`src/logic/frc_consts.svh`:
```
`ifndef FRC_CONSTS_SVH
`define FRC_CONSTS_SVH

// Command codes
`define FRC_CMD_CFG_SETUP   8'h60
`define FRC_CMD_CFG_CONFIRM 8'h03
`define FRC_CMD_READ_ID     8'h90
`define FRC_CMD_READ_ARRAY  8'hFF

// Identifier space location of the configuration word
`define FRC_ID_CFG_OFS      8'h05

// Field positions
`define FRC_BIT_READ_MODE   15
`define FRC_LAT_HI          13
`define FRC_LAT_LO          11
`define FRC_BIT_STALL_POL   10
`define FRC_BIT_HOLD        9
`define FRC_BIT_EARLY       8
`define FRC_BIT_ORDER       7
`define FRC_BIT_EDGE        6
`define FRC_BIT_NO_WRAP     3
`define FRC_LEN_HI          2
`define FRC_LEN_LO          0

// Encodings
`define FRC_LAT_CODE2       3'h2
`define FRC_LAT_CODE3       3'h3
`define FRC_LAT_CODE4       3'h4
`define FRC_LEN_4           3'h1
`define FRC_LEN_8           3'h2
`define FRC_LEN_16          3'h3
`define FRC_LEN_CONT        3'h7

// Reset value: async page, code 3, high stall, 2-clock hold, early, linear, rising, no wrap, cont
`define FRC_CFG_RESET       16'h9FCF
`endif

```
`src/logic/frc_pkg.sv`:
```
package frc_pkg;
   typedef enum logic [2:0] {
      FRC_ARRAY = 3'h1,
      FRC_IDENT = 3'h2,
      FRC_SETUP = 3'h4
   } frc_mode_e;
   typedef logic [15:0] frc_word_t;
endpackage

```
`src/logic/frc_cfg_decode.sv`:
```
`timescale 1ns/1ns
`include "frc_consts.svh"
module frc_cfg_decode (
   // Configuration word
   input  wire frc_pkg::frc_word_t cfg_in,
   // Decoded controls
   output logic       sync_mode_out,
   output logic [2:0] lat_cycles_out,
   output logic       hold_two_out,
   output logic       early_out,
   output logic       stall_pol_out,
   output logic       fall_edge_out,
   output logic [2:0] wrap_bits_out
);
   logic [2:0] lat_code;
   logic [2:0] len_code;

   always_comb begin
      lat_code = cfg_in[`FRC_LAT_HI:`FRC_LAT_LO];
      len_code = cfg_in[`FRC_LEN_HI:`FRC_LEN_LO];
      sync_mode_out = ~cfg_in[`FRC_BIT_READ_MODE];
      // Reserved latency codes fall back to the slowest legal one
      case (lat_code)
         `FRC_LAT_CODE2: lat_cycles_out = `FRC_LAT_CODE2;
         `FRC_LAT_CODE3: lat_cycles_out = `FRC_LAT_CODE3;
         default:        lat_cycles_out = `FRC_LAT_CODE4;
      endcase
      hold_two_out  = cfg_in[`FRC_BIT_HOLD];
      early_out     = cfg_in[`FRC_BIT_EARLY];
      stall_pol_out = cfg_in[`FRC_BIT_STALL_POL];
      fall_edge_out = ~cfg_in[`FRC_BIT_EDGE];
      // Only linear order exists, so the order bit steers nothing
      wrap_bits_out = 3'h0;
      if (!cfg_in[`FRC_BIT_NO_WRAP]) begin
         case (len_code)
            `FRC_LEN_4:  wrap_bits_out = 3'h2;
            `FRC_LEN_8:  wrap_bits_out = 3'h3;
            `FRC_LEN_16: wrap_bits_out = 3'h4;
            default:     wrap_bits_out = 3'h0;
         endcase
      end
   end
endmodule

```
`src/logic/frc_top.sv`:
```
//Contract
// - Identifier read at location 0x05 returns the configuration word.
// - Setup 0x60 then confirm 0x03 loads address bits 15:0; reads return array.
// - Bit 15 zero selects synchronous burst; one selects async page, default.
// - Bits 13:11 give latency codes 2, 3, 4.
// - Latency counts clocks from address strobe to first data word.
// - Bit 10 sets stall output polarity; active high by default.
// - Bit 9 holds each burst word one or two clocks; two default.
// - Bit 8 releases stall one data cycle early, else with data.
// - Only linear burst order; order bit stays linear.
// - Bit 3 zero wraps inside burst length; one, default, never wraps.
// - Bits 2:0 give 4, 8, 16 words or continuous; others reserved.
`timescale 1ns/1ns
`include "frc_consts.svh"
module frc_top #(
   parameter int ADDR_W = 16
) (
   // Clock and reset
   input  wire logic              clk_in,
   input  wire logic              rst_n_in,
   input  wire logic              clk_en_in,
   // Command interface
   input  wire logic              cmd_we_in,
   input  wire logic [7:0]        cmd_code_in,
   input  wire logic [ADDR_W-1:0] addr_in,
   // Single reads
   input  wire logic              rd_req_in,
   // Burst reads
   input  wire logic              read_active_in,
   input  wire logic              address_valid_strobe_n_in,
   // Array side
   output logic      [ADDR_W-1:0] array_addr_out,
   input  wire frc_pkg::frc_word_t array_data_in,
   // Results
   output frc_pkg::frc_word_t     data_out,
   output logic                   data_valid_out,
   output logic                   stall_out,
   output logic                   seq_error_out,
   output logic                   sync_mode_out,
   output logic                   fall_edge_out,
   output frc_pkg::frc_word_t     read_configuration_out
);
   logic              rst_n_meta_r;
   logic              rst_n_sync_r;
   frc_pkg::frc_mode_e mode_r, mode_nxt;
   frc_pkg::frc_word_t cfg_r, cfg_nxt;
   frc_pkg::frc_word_t data_r, data_nxt;
   logic              dvalid_r, dvalid_nxt;
   logic              err_r, err_nxt;
   logic              busy_r, busy_nxt;
   logic [2:0]        lat_r, lat_nxt;
   logic              hold_r, hold_nxt;
   logic [ADDR_W-1:0] baddr_r, baddr_nxt;
   logic              sync_mode, hold_two, early, stall_pol;
   logic [2:0]        lat_cycles, wrap_bits;
   logic              take, stall_active;

   // Release of the reset through two flops
   always_ff @(posedge clk_in or negedge rst_n_in) begin
      if (!rst_n_in) begin
         rst_n_meta_r <= 1'b0;
         rst_n_sync_r <= 1'b0;
      end else begin
         rst_n_meta_r <= 1'b1;
         rst_n_sync_r <= rst_n_meta_r;
      end
   end

   frc_cfg_decode u_dec (
      .cfg_in         (cfg_r),
      .sync_mode_out  (sync_mode),
      .lat_cycles_out (lat_cycles),
      .hold_two_out   (hold_two),
      .early_out      (early),
      .stall_pol_out  (stall_pol),
      .fall_edge_out  (fall_edge_out),
      .wrap_bits_out  (wrap_bits)
   );

   function automatic logic [ADDR_W-1:0] next_addr(input logic [ADDR_W-1:0] a,
                                                   input logic [2:0] wb);
      logic [ADDR_W-1:0] inc;
      logic [ADDR_W-1:0] mask;
      inc  = a + 1'b1;
      mask = (wb == 3'h0) ? '0 : ~(({{(ADDR_W-1){1'b0}}, 1'b1} << wb) - 1'b1);
      next_addr = (a & mask) | (inc & ~mask);
   endfunction

   // Command decoding and single reads
   always_comb begin
      mode_nxt   = mode_r;
      cfg_nxt    = cfg_r;
      err_nxt    = err_r;
      data_nxt   = data_r;
      dvalid_nxt = 1'b0;
      if (cmd_we_in) begin
         case (mode_r)
            frc_pkg::FRC_SETUP: begin
               mode_nxt = frc_pkg::FRC_ARRAY;
               if (cmd_code_in == `FRC_CMD_CFG_CONFIRM) begin
                  cfg_nxt = addr_in[15:0];
               end else begin
                  err_nxt = 1'b1;
               end
            end
            default: begin
               if (cmd_code_in == `FRC_CMD_CFG_SETUP) begin
                  mode_nxt = frc_pkg::FRC_SETUP;
               end else if (cmd_code_in == `FRC_CMD_READ_ID) begin
                  mode_nxt = frc_pkg::FRC_IDENT;
               end else if (cmd_code_in == `FRC_CMD_READ_ARRAY) begin
                  mode_nxt = frc_pkg::FRC_ARRAY;
                  err_nxt  = 1'b0;
               end
            end
         endcase
      end else if (rd_req_in && !busy_r) begin
         dvalid_nxt = 1'b1;
         if (mode_r == frc_pkg::FRC_IDENT) begin
            // Other identifier locations are served elsewhere and read zero here
            data_nxt = (addr_in[7:0] == `FRC_ID_CFG_OFS) ? cfg_r : 16'h0000;
         end else begin
            data_nxt = array_data_in;
         end
      end
      // Burst words take the data path over single reads
      if (busy_r && read_active_in && lat_r == 3'h0) begin
         dvalid_nxt = 1'b1;
         if (!hold_r) begin
            data_nxt = array_data_in;
         end
      end
   end

   // Burst sequencing
   assign take = !address_valid_strobe_n_in && read_active_in && !busy_r && sync_mode
                 && mode_r == frc_pkg::FRC_ARRAY && !cmd_we_in;

   always_comb begin
      busy_nxt  = busy_r;
      lat_nxt   = lat_r;
      hold_nxt  = hold_r;
      baddr_nxt = baddr_r;
      if (take) begin
         busy_nxt  = 1'b1;
         lat_nxt   = lat_cycles;
         hold_nxt  = 1'b0;
         baddr_nxt = addr_in;
      end else if (busy_r) begin
         if (!read_active_in || cmd_we_in) begin
            busy_nxt = 1'b0;
         end else if (lat_r != 3'h0) begin
            lat_nxt = 3'(lat_r - 3'h1);
         end else if (hold_two && !hold_r) begin
            hold_nxt = 1'b1;
         end else begin
            hold_nxt  = 1'b0;
            baddr_nxt = next_addr(baddr_r, wrap_bits);
         end
      end
   end

   always_ff @(posedge clk_in or negedge rst_n_sync_r) begin
      if (!rst_n_sync_r) begin
         mode_r   <= frc_pkg::FRC_ARRAY;
         cfg_r    <= `FRC_CFG_RESET;
         data_r   <= 16'h0000;
         dvalid_r <= 1'b0;
         err_r    <= 1'b0;
         busy_r   <= 1'b0;
         lat_r    <= 3'h0;
         hold_r   <= 1'b0;
         baddr_r  <= '0;
      end else if (clk_en_in) begin
         mode_r   <= mode_nxt;
         cfg_r    <= cfg_nxt;
         data_r   <= data_nxt;
         dvalid_r <= dvalid_nxt;
         err_r    <= err_nxt;
         busy_r   <= busy_nxt;
         lat_r    <= lat_nxt;
         hold_r   <= hold_nxt;
         baddr_r  <= baddr_nxt;
      end
   end

   // Early release drops stall a whole data cycle before the word lands
   always_comb begin
      if (!busy_r || dvalid_r) begin
         stall_active = 1'b0;
      end else if (early) begin
         stall_active = lat_r >= (hold_two ? 3'h2 : 3'h1);
      end else begin
         stall_active = 1'b1;
      end
   end

   assign stall_out              = stall_pol ? stall_active : ~stall_active;
   assign array_addr_out         = busy_r ? baddr_r : addr_in;
   assign data_out               = data_r;
   assign data_valid_out         = dvalid_r;
   assign seq_error_out          = err_r;
   assign sync_mode_out          = sync_mode;
   assign read_configuration_out = cfg_r;

   a_cfg_load_word: assert property (@(posedge clk_in) disable iff (!rst_n_sync_r)
      clk_en_in && cmd_we_in && mode_r == frc_pkg::FRC_SETUP
      && cmd_code_in == `FRC_CMD_CFG_CONFIRM
      |=> cfg_r == $past(addr_in[15:0]) && mode_r == frc_pkg::FRC_ARRAY)
      else $error("confirm did not load configuration");
   a_id_read_cfg: assert property (@(posedge clk_in) disable iff (!rst_n_sync_r)
      clk_en_in && !cmd_we_in && rd_req_in && !busy_r && mode_r == frc_pkg::FRC_IDENT
      && addr_in[7:0] == `FRC_ID_CFG_OFS |=> data_out == $past(cfg_r) && data_valid_out)
      else $error("identifier read lost configuration word");
   a_burst_only_sync: assert property (@(posedge clk_in) disable iff (!rst_n_sync_r)
      take |-> !cfg_r[`FRC_BIT_READ_MODE])
      else $error("burst started in async mode");
   a_latency_step: assert property (@(posedge clk_in) disable iff (!rst_n_sync_r)
      clk_en_in && busy_r && read_active_in && !cmd_we_in && lat_r != 3'h0
      |=> lat_r == $past(lat_r) - 3'h1)
      else $error("latency count did not step");
   a_stall_idle_level: assert property (@(posedge clk_in) disable iff (!rst_n_sync_r)
      !busy_r |-> stall_out == ~cfg_r[`FRC_BIT_STALL_POL])
      else $error("stall not deasserted when idle");
   a_hold_word_two: assert property (@(posedge clk_in) disable iff (!rst_n_sync_r)
      clk_en_in && busy_r && read_active_in && !cmd_we_in && lat_r == 3'h0
      && hold_two && !hold_r |=> baddr_r == $past(baddr_r))
      else $error("two-clock hold advanced early");
   a_stall_with_data: assert property (@(posedge clk_in) disable iff (!rst_n_sync_r)
      busy_r && dvalid_r |-> stall_out == ~stall_pol)
      else $error("stall asserted during valid data");
   a_wrap_four: assert property (@(posedge clk_in) disable iff (!rst_n_sync_r)
      clk_en_in && busy_r && read_active_in && !cmd_we_in && lat_r == 3'h0
      && wrap_bits == 3'h2 |=> baddr_r[ADDR_W-1:2] == $past(baddr_r[ADDR_W-1:2]))
      else $error("four-word burst left its block");
   a_seq_error_set: assert property (@(posedge clk_in) disable iff (!rst_n_sync_r)
      clk_en_in && cmd_we_in && mode_r == frc_pkg::FRC_SETUP
      && cmd_code_in != `FRC_CMD_CFG_CONFIRM |=> seq_error_out)
      else $error("bad confirm not flagged");

   c_cfg_write: cover property (@(posedge clk_in) disable iff (!rst_n_sync_r)
      clk_en_in && cmd_we_in && mode_r == frc_pkg::FRC_SETUP
      && cmd_code_in == `FRC_CMD_CFG_CONFIRM);
   c_burst_data: cover property (@(posedge clk_in) disable iff (!rst_n_sync_r)
      busy_r && dvalid_r);
   c_wrap_seen: cover property (@(posedge clk_in) disable iff (!rst_n_sync_r)
      busy_r && wrap_bits != 3'h0 && $changed(baddr_r) && baddr_r < $past(baddr_r));
endmodule

```
`config.mk`:
```
export PLATFORM = sky130hd
export DESIGN_NAME = frc_top
export DESIGN_NICKNAME = d
export VERILOG_FILES = /design/src/logic/frc_pkg.sv /design/src/logic/frc_cfg_decode.sv /design/src/logic/frc_top.sv
export VERILOG_INCLUDE_DIRS = /design/src /design/src/logic
export SDC_FILE = /design/constraint.sdc
export NUM_CORES = 1
export LEC_CHECK = 0
export ABC_AREA = 1
export BUFFER_PORTS_ARGS = -buffer_cell sky130_fd_sc_hd__buf_4
export CELL_PAD_IN_SITES_DETAIL_PLACEMENT = 1
export CELL_PAD_IN_SITES_GLOBAL_PLACEMENT = 2
export CORE_MARGIN = 1.5
export CORE_UTILIZATION = 31
export CTS_CLUSTER_SIZE = 12
export DETAILED_ROUTE_END_ITERATION = 8
export PLACE_DENSITY = 0.87
export SLEW_MARGIN = 20
export SYNTH_ARGS = -nofsm -noshare
export SYNTH_HDL_FRONTEND = slang
export SYNTH_HIERARCHICAL = 1
export SYNTH_SLANG_ARGS = --single-unit
```
`constraint.sdc`:
```
create_clock -name clk_in -period 3.46 [get_ports clk_in]
set_clock_uncertainty 0.1 [all_clocks]
set_input_delay 0.692 -clock clk_in [delete_from_list [all_inputs] [get_ports clk_in]]
set_output_delay 0.692 -clock clk_in [all_outputs]
set_load 0.01 [all_outputs]
```
Word level (Yosys, flattened, before mapping)
Cells that the tools add are included.
{ "word_totals": {"register_bits": 60, "output_inout_bits": 53} }
{ "op_classes": {"add_sub_neg": 3, "magnitude_cmp": 1, "eq_ne": 19, "n_shift": 1, "mux": 44, "bitwise_logic": 8, "n_reduce_logical": 29} }
{ "op_table": {"columns": ["operator", "count"], "rows": [
  ["16-bit 2-to-1 mux", 13],
  ["16-bit bitwise AND", 2],
  ["16-bit NOT", 2],
  ["3-bit 2-to-1 mux", 9],
  ["1-bit 2-to-1 mux", 19],
  ["16-bit by 1-bit adder with 16-bit output, second input constant", 1],
  ["8-bit equality test, second input constant", 2],
  ["16-bit OR", 1],
  ["1-bit by 3-bit left shift with 16-bit output, first input constant", 1],
  ["16-bit by 1-bit subtractor with 16-bit output, second input constant", 1],
  ["3-bit by 2-bit equality test with 1-bit output, second input constant", 5],
  ["4-bit AND reduction", 3],
  ["1-bit logical AND", 9],
  ["3-bit case mux with 3 select lines", 1],
  ["8-bit by 2-bit equality test with 1-bit output, second input constant", 1],
  ["8-bit by 3-bit equality test with 1-bit output, second input constant", 1],
  ["8-bit by 7-bit equality test with 1-bit output, second input constant", 1],
  ["2-bit inequality test, second input constant", 4],
  ["3-bit by 1-bit equality test with 1-bit output, second input constant", 2],
  ["3-bit zero test", 2],
  ["3-bit case mux with 2 select lines", 1],
  ["6-bit AND reduction", 1],
  ["2-bit nonzero test", 3],
  ["1-bit zero test", 5],
  ["11 further kinds", 15]
]} }

Longest topological paths before layout
{ "logic_depth": {"depth_word": 15, "depth_mapped": 16, "ltp_nobuf": 16} }

Modules after synthesis
The synthesis kept the hierarchy.
{ "by_module_without_submodules": {"columns": ["module", "instances", "cells_per_inst", "area_per_inst_um2", "seq_area_each_um2"], "rows": [
  ["frc_top", 1, 588, 3886.2, 1517.7],
  ["frc_cfg_decode", 1, 21, 97.6, 0.0]
]} }

Worst setup path before layout
No wires, ideal clock.
{ "synth_path": {"kind": "reg-to-output", "start": "register cfg_r[9] (netlist: read_configuration_out[9])", "end": "output stall_out", "arrival_ns": 1.492, "path_slack_ns": 1.176, "path_stages_with_launch": 8, "path_buffers": 1, "path_cell_list": "dfstp_2 > buf_4 > inv_1 > ha_1 > o21ai_0 > nand3_1 > nand3_1 > xor2_1"} }
{ "synth_between": {"elab_chain_len": 6} }
{ "synth_lines": {"columns": ["item", "line", "rtl"], "rows": [
  ["from (decl)", "frc_top.sv:46", "frc_pkg::frc_word_t cfg_r, cfg_nxt;"],
  ["from (signal assigned)", "frc_top.sv:166", "cfg_r <= `FRC_CFG_RESET;"],
  ["from (signal assigned)", "frc_top.sv:176", "cfg_r <= cfg_nxt;"],
  ["2-bit 2-to-1 mux (*)", "frc_top.sv:192", "stall_active = lat_r >= (hold_two ? 3'h2 : 3'h1);"],
  ["3-bit by 2-bit >= comparator with 1-bit output (*)", "frc_top.sv:192", null],
  ["1-bit 2-to-1 mux (*)", "frc_top.sv:191", "end else if (early) begin"],
  ["1-bit 2-to-1 mux (*)", "frc_top.sv:189", "if (!busy_r || dvalid_r) begin"],
  ["1-bit NOT", "frc_top.sv:198", "assign stall_out = stall_pol ? stall_active : ~stall_active;"],
  ["1-bit 2-to-1 mux (*)", "frc_top.sv:198", null],
  ["to (decl)", "frc_top.sv:37", "output logic stall_out,"]
]} }
Every way passes the cells marked *; elsewhere a longest branch is shown, timed or not.

Worst setup path after layout
Ends and elaborated chain as after synthesis.

==> metrics.txt <==
Initial DRT Pass Iterations 4; Area contributors post-synth dfrtp_1 (30%), nand2_1 (23%), dfstp_2 (8.6%), o21ai_0 (8.2%), inv_1 (6.6%); GRT overflow 0; max_cap viols 0; Routed Antenna Nets 0; pwr/cell area approximately 440 nW/um2; Worst R2R Path Depth 12; vias in the first global route 4,307; min cycle time layout 2.73 ns; row count between 40 and 50; Setup crit end kind primary output; Post-CTS Hold Fix Bufs 0; worst-margin pin slew 0.658 ns; Min-Delay Path Class in -> async; drt total wl 13,300 um; CP max stage delay 0.57 ns; Setup crit start read_configuration_out[9]; Die Width around 120 um; CTS Buf Count 9; die extent in y roughly 120 um; CTS tree built; Worst R2R Setup Slack between 1 and 1.5 ns; Crit Path Max Fanout 5; Final period util between 70 and 80%; Max Fclk between 0.3 and 0.4 GHz; register area share after synthesis between 30% and 40%; final non-filler cell area 5170 um2; Final GP Congestion 0.814; GRT Total Usage 20.9%; Area Growth Syn to Fin 29.8%; Fillers around 1,700; setup violators final 0; Synthesized Nets 662; antenna diode count 0; Mapped Avg Cell Area roughly 6.5 um2; initial drt markers 188; DR vias ~4,200; Die Footprint 13,500 um2; r2r startpoint read_configuration_out[2]; FF+latch count, synth 60; initial antenna violation count 0; Lkg Pwr 2.51 nW; number of remaining DRC errors 0; RSZ-0062 raised after global routing no; critical-path cell list inv_1 > ha_1 > o21ai_0 > nand3_1 > nand3_1 > xor2_1 > buf_4; CTS Buffer Depth 2; Max stage delay cell, worst path dfstp_2; CTS root buf clkbuf_16; mapped cell area 3980 um2; Peak VDD IR 0.158 mV; Buffers on Ports 99; crit-path most repeated cell nand3_1; largest net degree at the start of global routing 45; Yosys top cell by area dfrtp_1; startpoint types register; CP required between 2 and 3 ns; critical path class reg -> out; global-route track usage on met1 about 27%; Yosys warning total 6; Yosys cell types 35; number of H-tree levels 3; met2 usage 35.9%; first-pass GRT wire length 21,700 um; Slew Viols, Final 0; status completed; Worst Path Arrival 1.94 ns; clock latency on the worst-skew pair 0.34 ns; Mapped Cells 609; Resize count post-CTS 0; routed vias/inst 4.81; Placeable Area 12,600 um2; starting density of the core 31.7%; post-CTS setup buffers 0; fraction of final layout cells with drive strength greater than 1 between 20% and 30%; slew margin rel. ~56%; global route hottest layer met2; detail-routed net length per standard cell 15.1 um; final hold violation count 0; Setup TNS Final 0 ns; placed instance area 4860 um2; Reg clk slew, reported paths around 0.060 ns; layout net count 756; DP Wirelength 10,200 um; Yosys top cell area share 29.5%; Sink Count 60; Boundary Pins 100; M3 GR Usage 4.10%
## cells by family after synthesis
logic type | count (synthesis) | share of synthesized area, %
AOI/OAI and AO/OA | 85 | 11.1
DFF | 60 | 38.1
adders and majority gates | 6 | 1.88
and+or+nand+nor | 355 | 37.4
xor gates and xnor gates | 6 | 1.32
buffers and inverters | 96 | 10.1
other | 1 | 0.0941
## power breakdown
group / internal [W] / leakage (nW) / switching, W / total [W]
Clock: 0.000594 / 0.149 / 0.000340 / 0.000934
Combinational: 0.000207 / 1.62 / 0.000249 / 0.000456
Sequential: 0.000785 / 0.745 / 0.0000831 / 0.000868
Total: 0.00159 / 2.51 / 0.000672 / 0.00226
## worst max path at each step
stage	cells after the start	endpoint	slack (ns)
2_1_floorplan	7	stall_out	1.18
3_3_place_gp	7	stall_out	1.12
3_5_place_dp	7	stall_out	1.07
4_1_cts	7	stall_out	0.69
5_1_grt	7	stall_out	0.61
6_report	7	stall_out	0.73
## critical path: cells and delay by family (launching register included)
family | cells | cell delay, ns
DFF | 1 | 0.57
adders and majority gates | 1 | 0.27
buffers and inverters | 2 | 0.22
AOI/OAI and AO/OA | 1 | 0.19
and+or+nand+nor | 2 | 0.18
xor gates and xnor gates | 1 | 0.18
## metrics by stage
step / cells / worst slack (ns) / util, % / hold WS, ns / power [W]
floorplan: 609 / 1.18 / - / 0.231 / 0.00112
global placement: 864 / 1.12 / 38.7 / 0.232 / 0.00132
detailed placement: 864 / 1.07 / 38.7 / 0.248 / 0.00134
CTS: 880 / 0.691 / 41.1 / 0.00822 / 0.00229
global route: 880 / 0.610 / 41.1 / 0.0129 / 0.00239
finish: 880 / 0.732 / 41.1 / 0.0237 / 0.00226
## cell usage after synthesis, drive strengths merged
library cell  instances
a21oi                 3
dfstp                13
o21ai                81
or2                   1
conb                  1
ha                    6
nand3b                1
clkinv                1
o21bai                1
clkbuf               10
nor3                  6
and2                  1
nand2               247
inv                  74
nor2                 44
xor2                  3
nand4                12
dfrtp                47
xnor2                 3
nand3                43
buf                  11
## final cells by class
cell class	count	area [um2]	share of cell area, %
Clock buffer	12	256	4.96
Clock inverter	4	47.5	0.920
Inverter	75	285	5.52
Multi-Input combinational cell	453	2060	39.9
Tap cell	172	215	4.16
Timing Repair Buffer	104	781	15.1
Sequential cell	60	1520	29.4
## per-layer routing
metal / share of wire (%) / vias up
li1: - / 2117
met1: 47 / 2006
met3: 4.6 / 16
met4: 1.2 / 0
met5: 0 / -
met2: 48 / 91
## cell usage in the layout (no fill, tap or decap), types with 2 or more instances in the layout
| cell | netlist | final |
|---|---|---|
| ha_1 | 6 | 6 |
| xor2_1 | 3 | 3 |
| nand2_1 | 243 | 243 |
| o21ai_0 | 65 | 65 |
| dfrtp_1 | 47 | 46 |
| clkbuf_16 | 0 | 9 |
| nand4_1 | 11 | 11 |
| nor3_1 | 5 | 5 |
| nor2_2 | 2 | 2 |
| inv_2 | 3 | 3 |
| nor2_1 | 40 | 40 |
| a21oi_1 | 2 | 2 |
| nand3_1 | 42 | 42 |
| buf_4 | 5 | 104 |
| nand2_4 | 2 | 2 |
| clkinv_2 | 1 | 3 |
| xnor2_1 | 3 | 3 |
| nand2_2 | 2 | 2 |
| dfstp_2 | 13 | 13 |
| inv_1 | 70 | 70 |
| o21ai_1 | 15 | 15 |
| clkbuf_8 | 0 | 2 |
| nor2_4 | 2 | 2 |
Power figures use the tool's default switching activity.
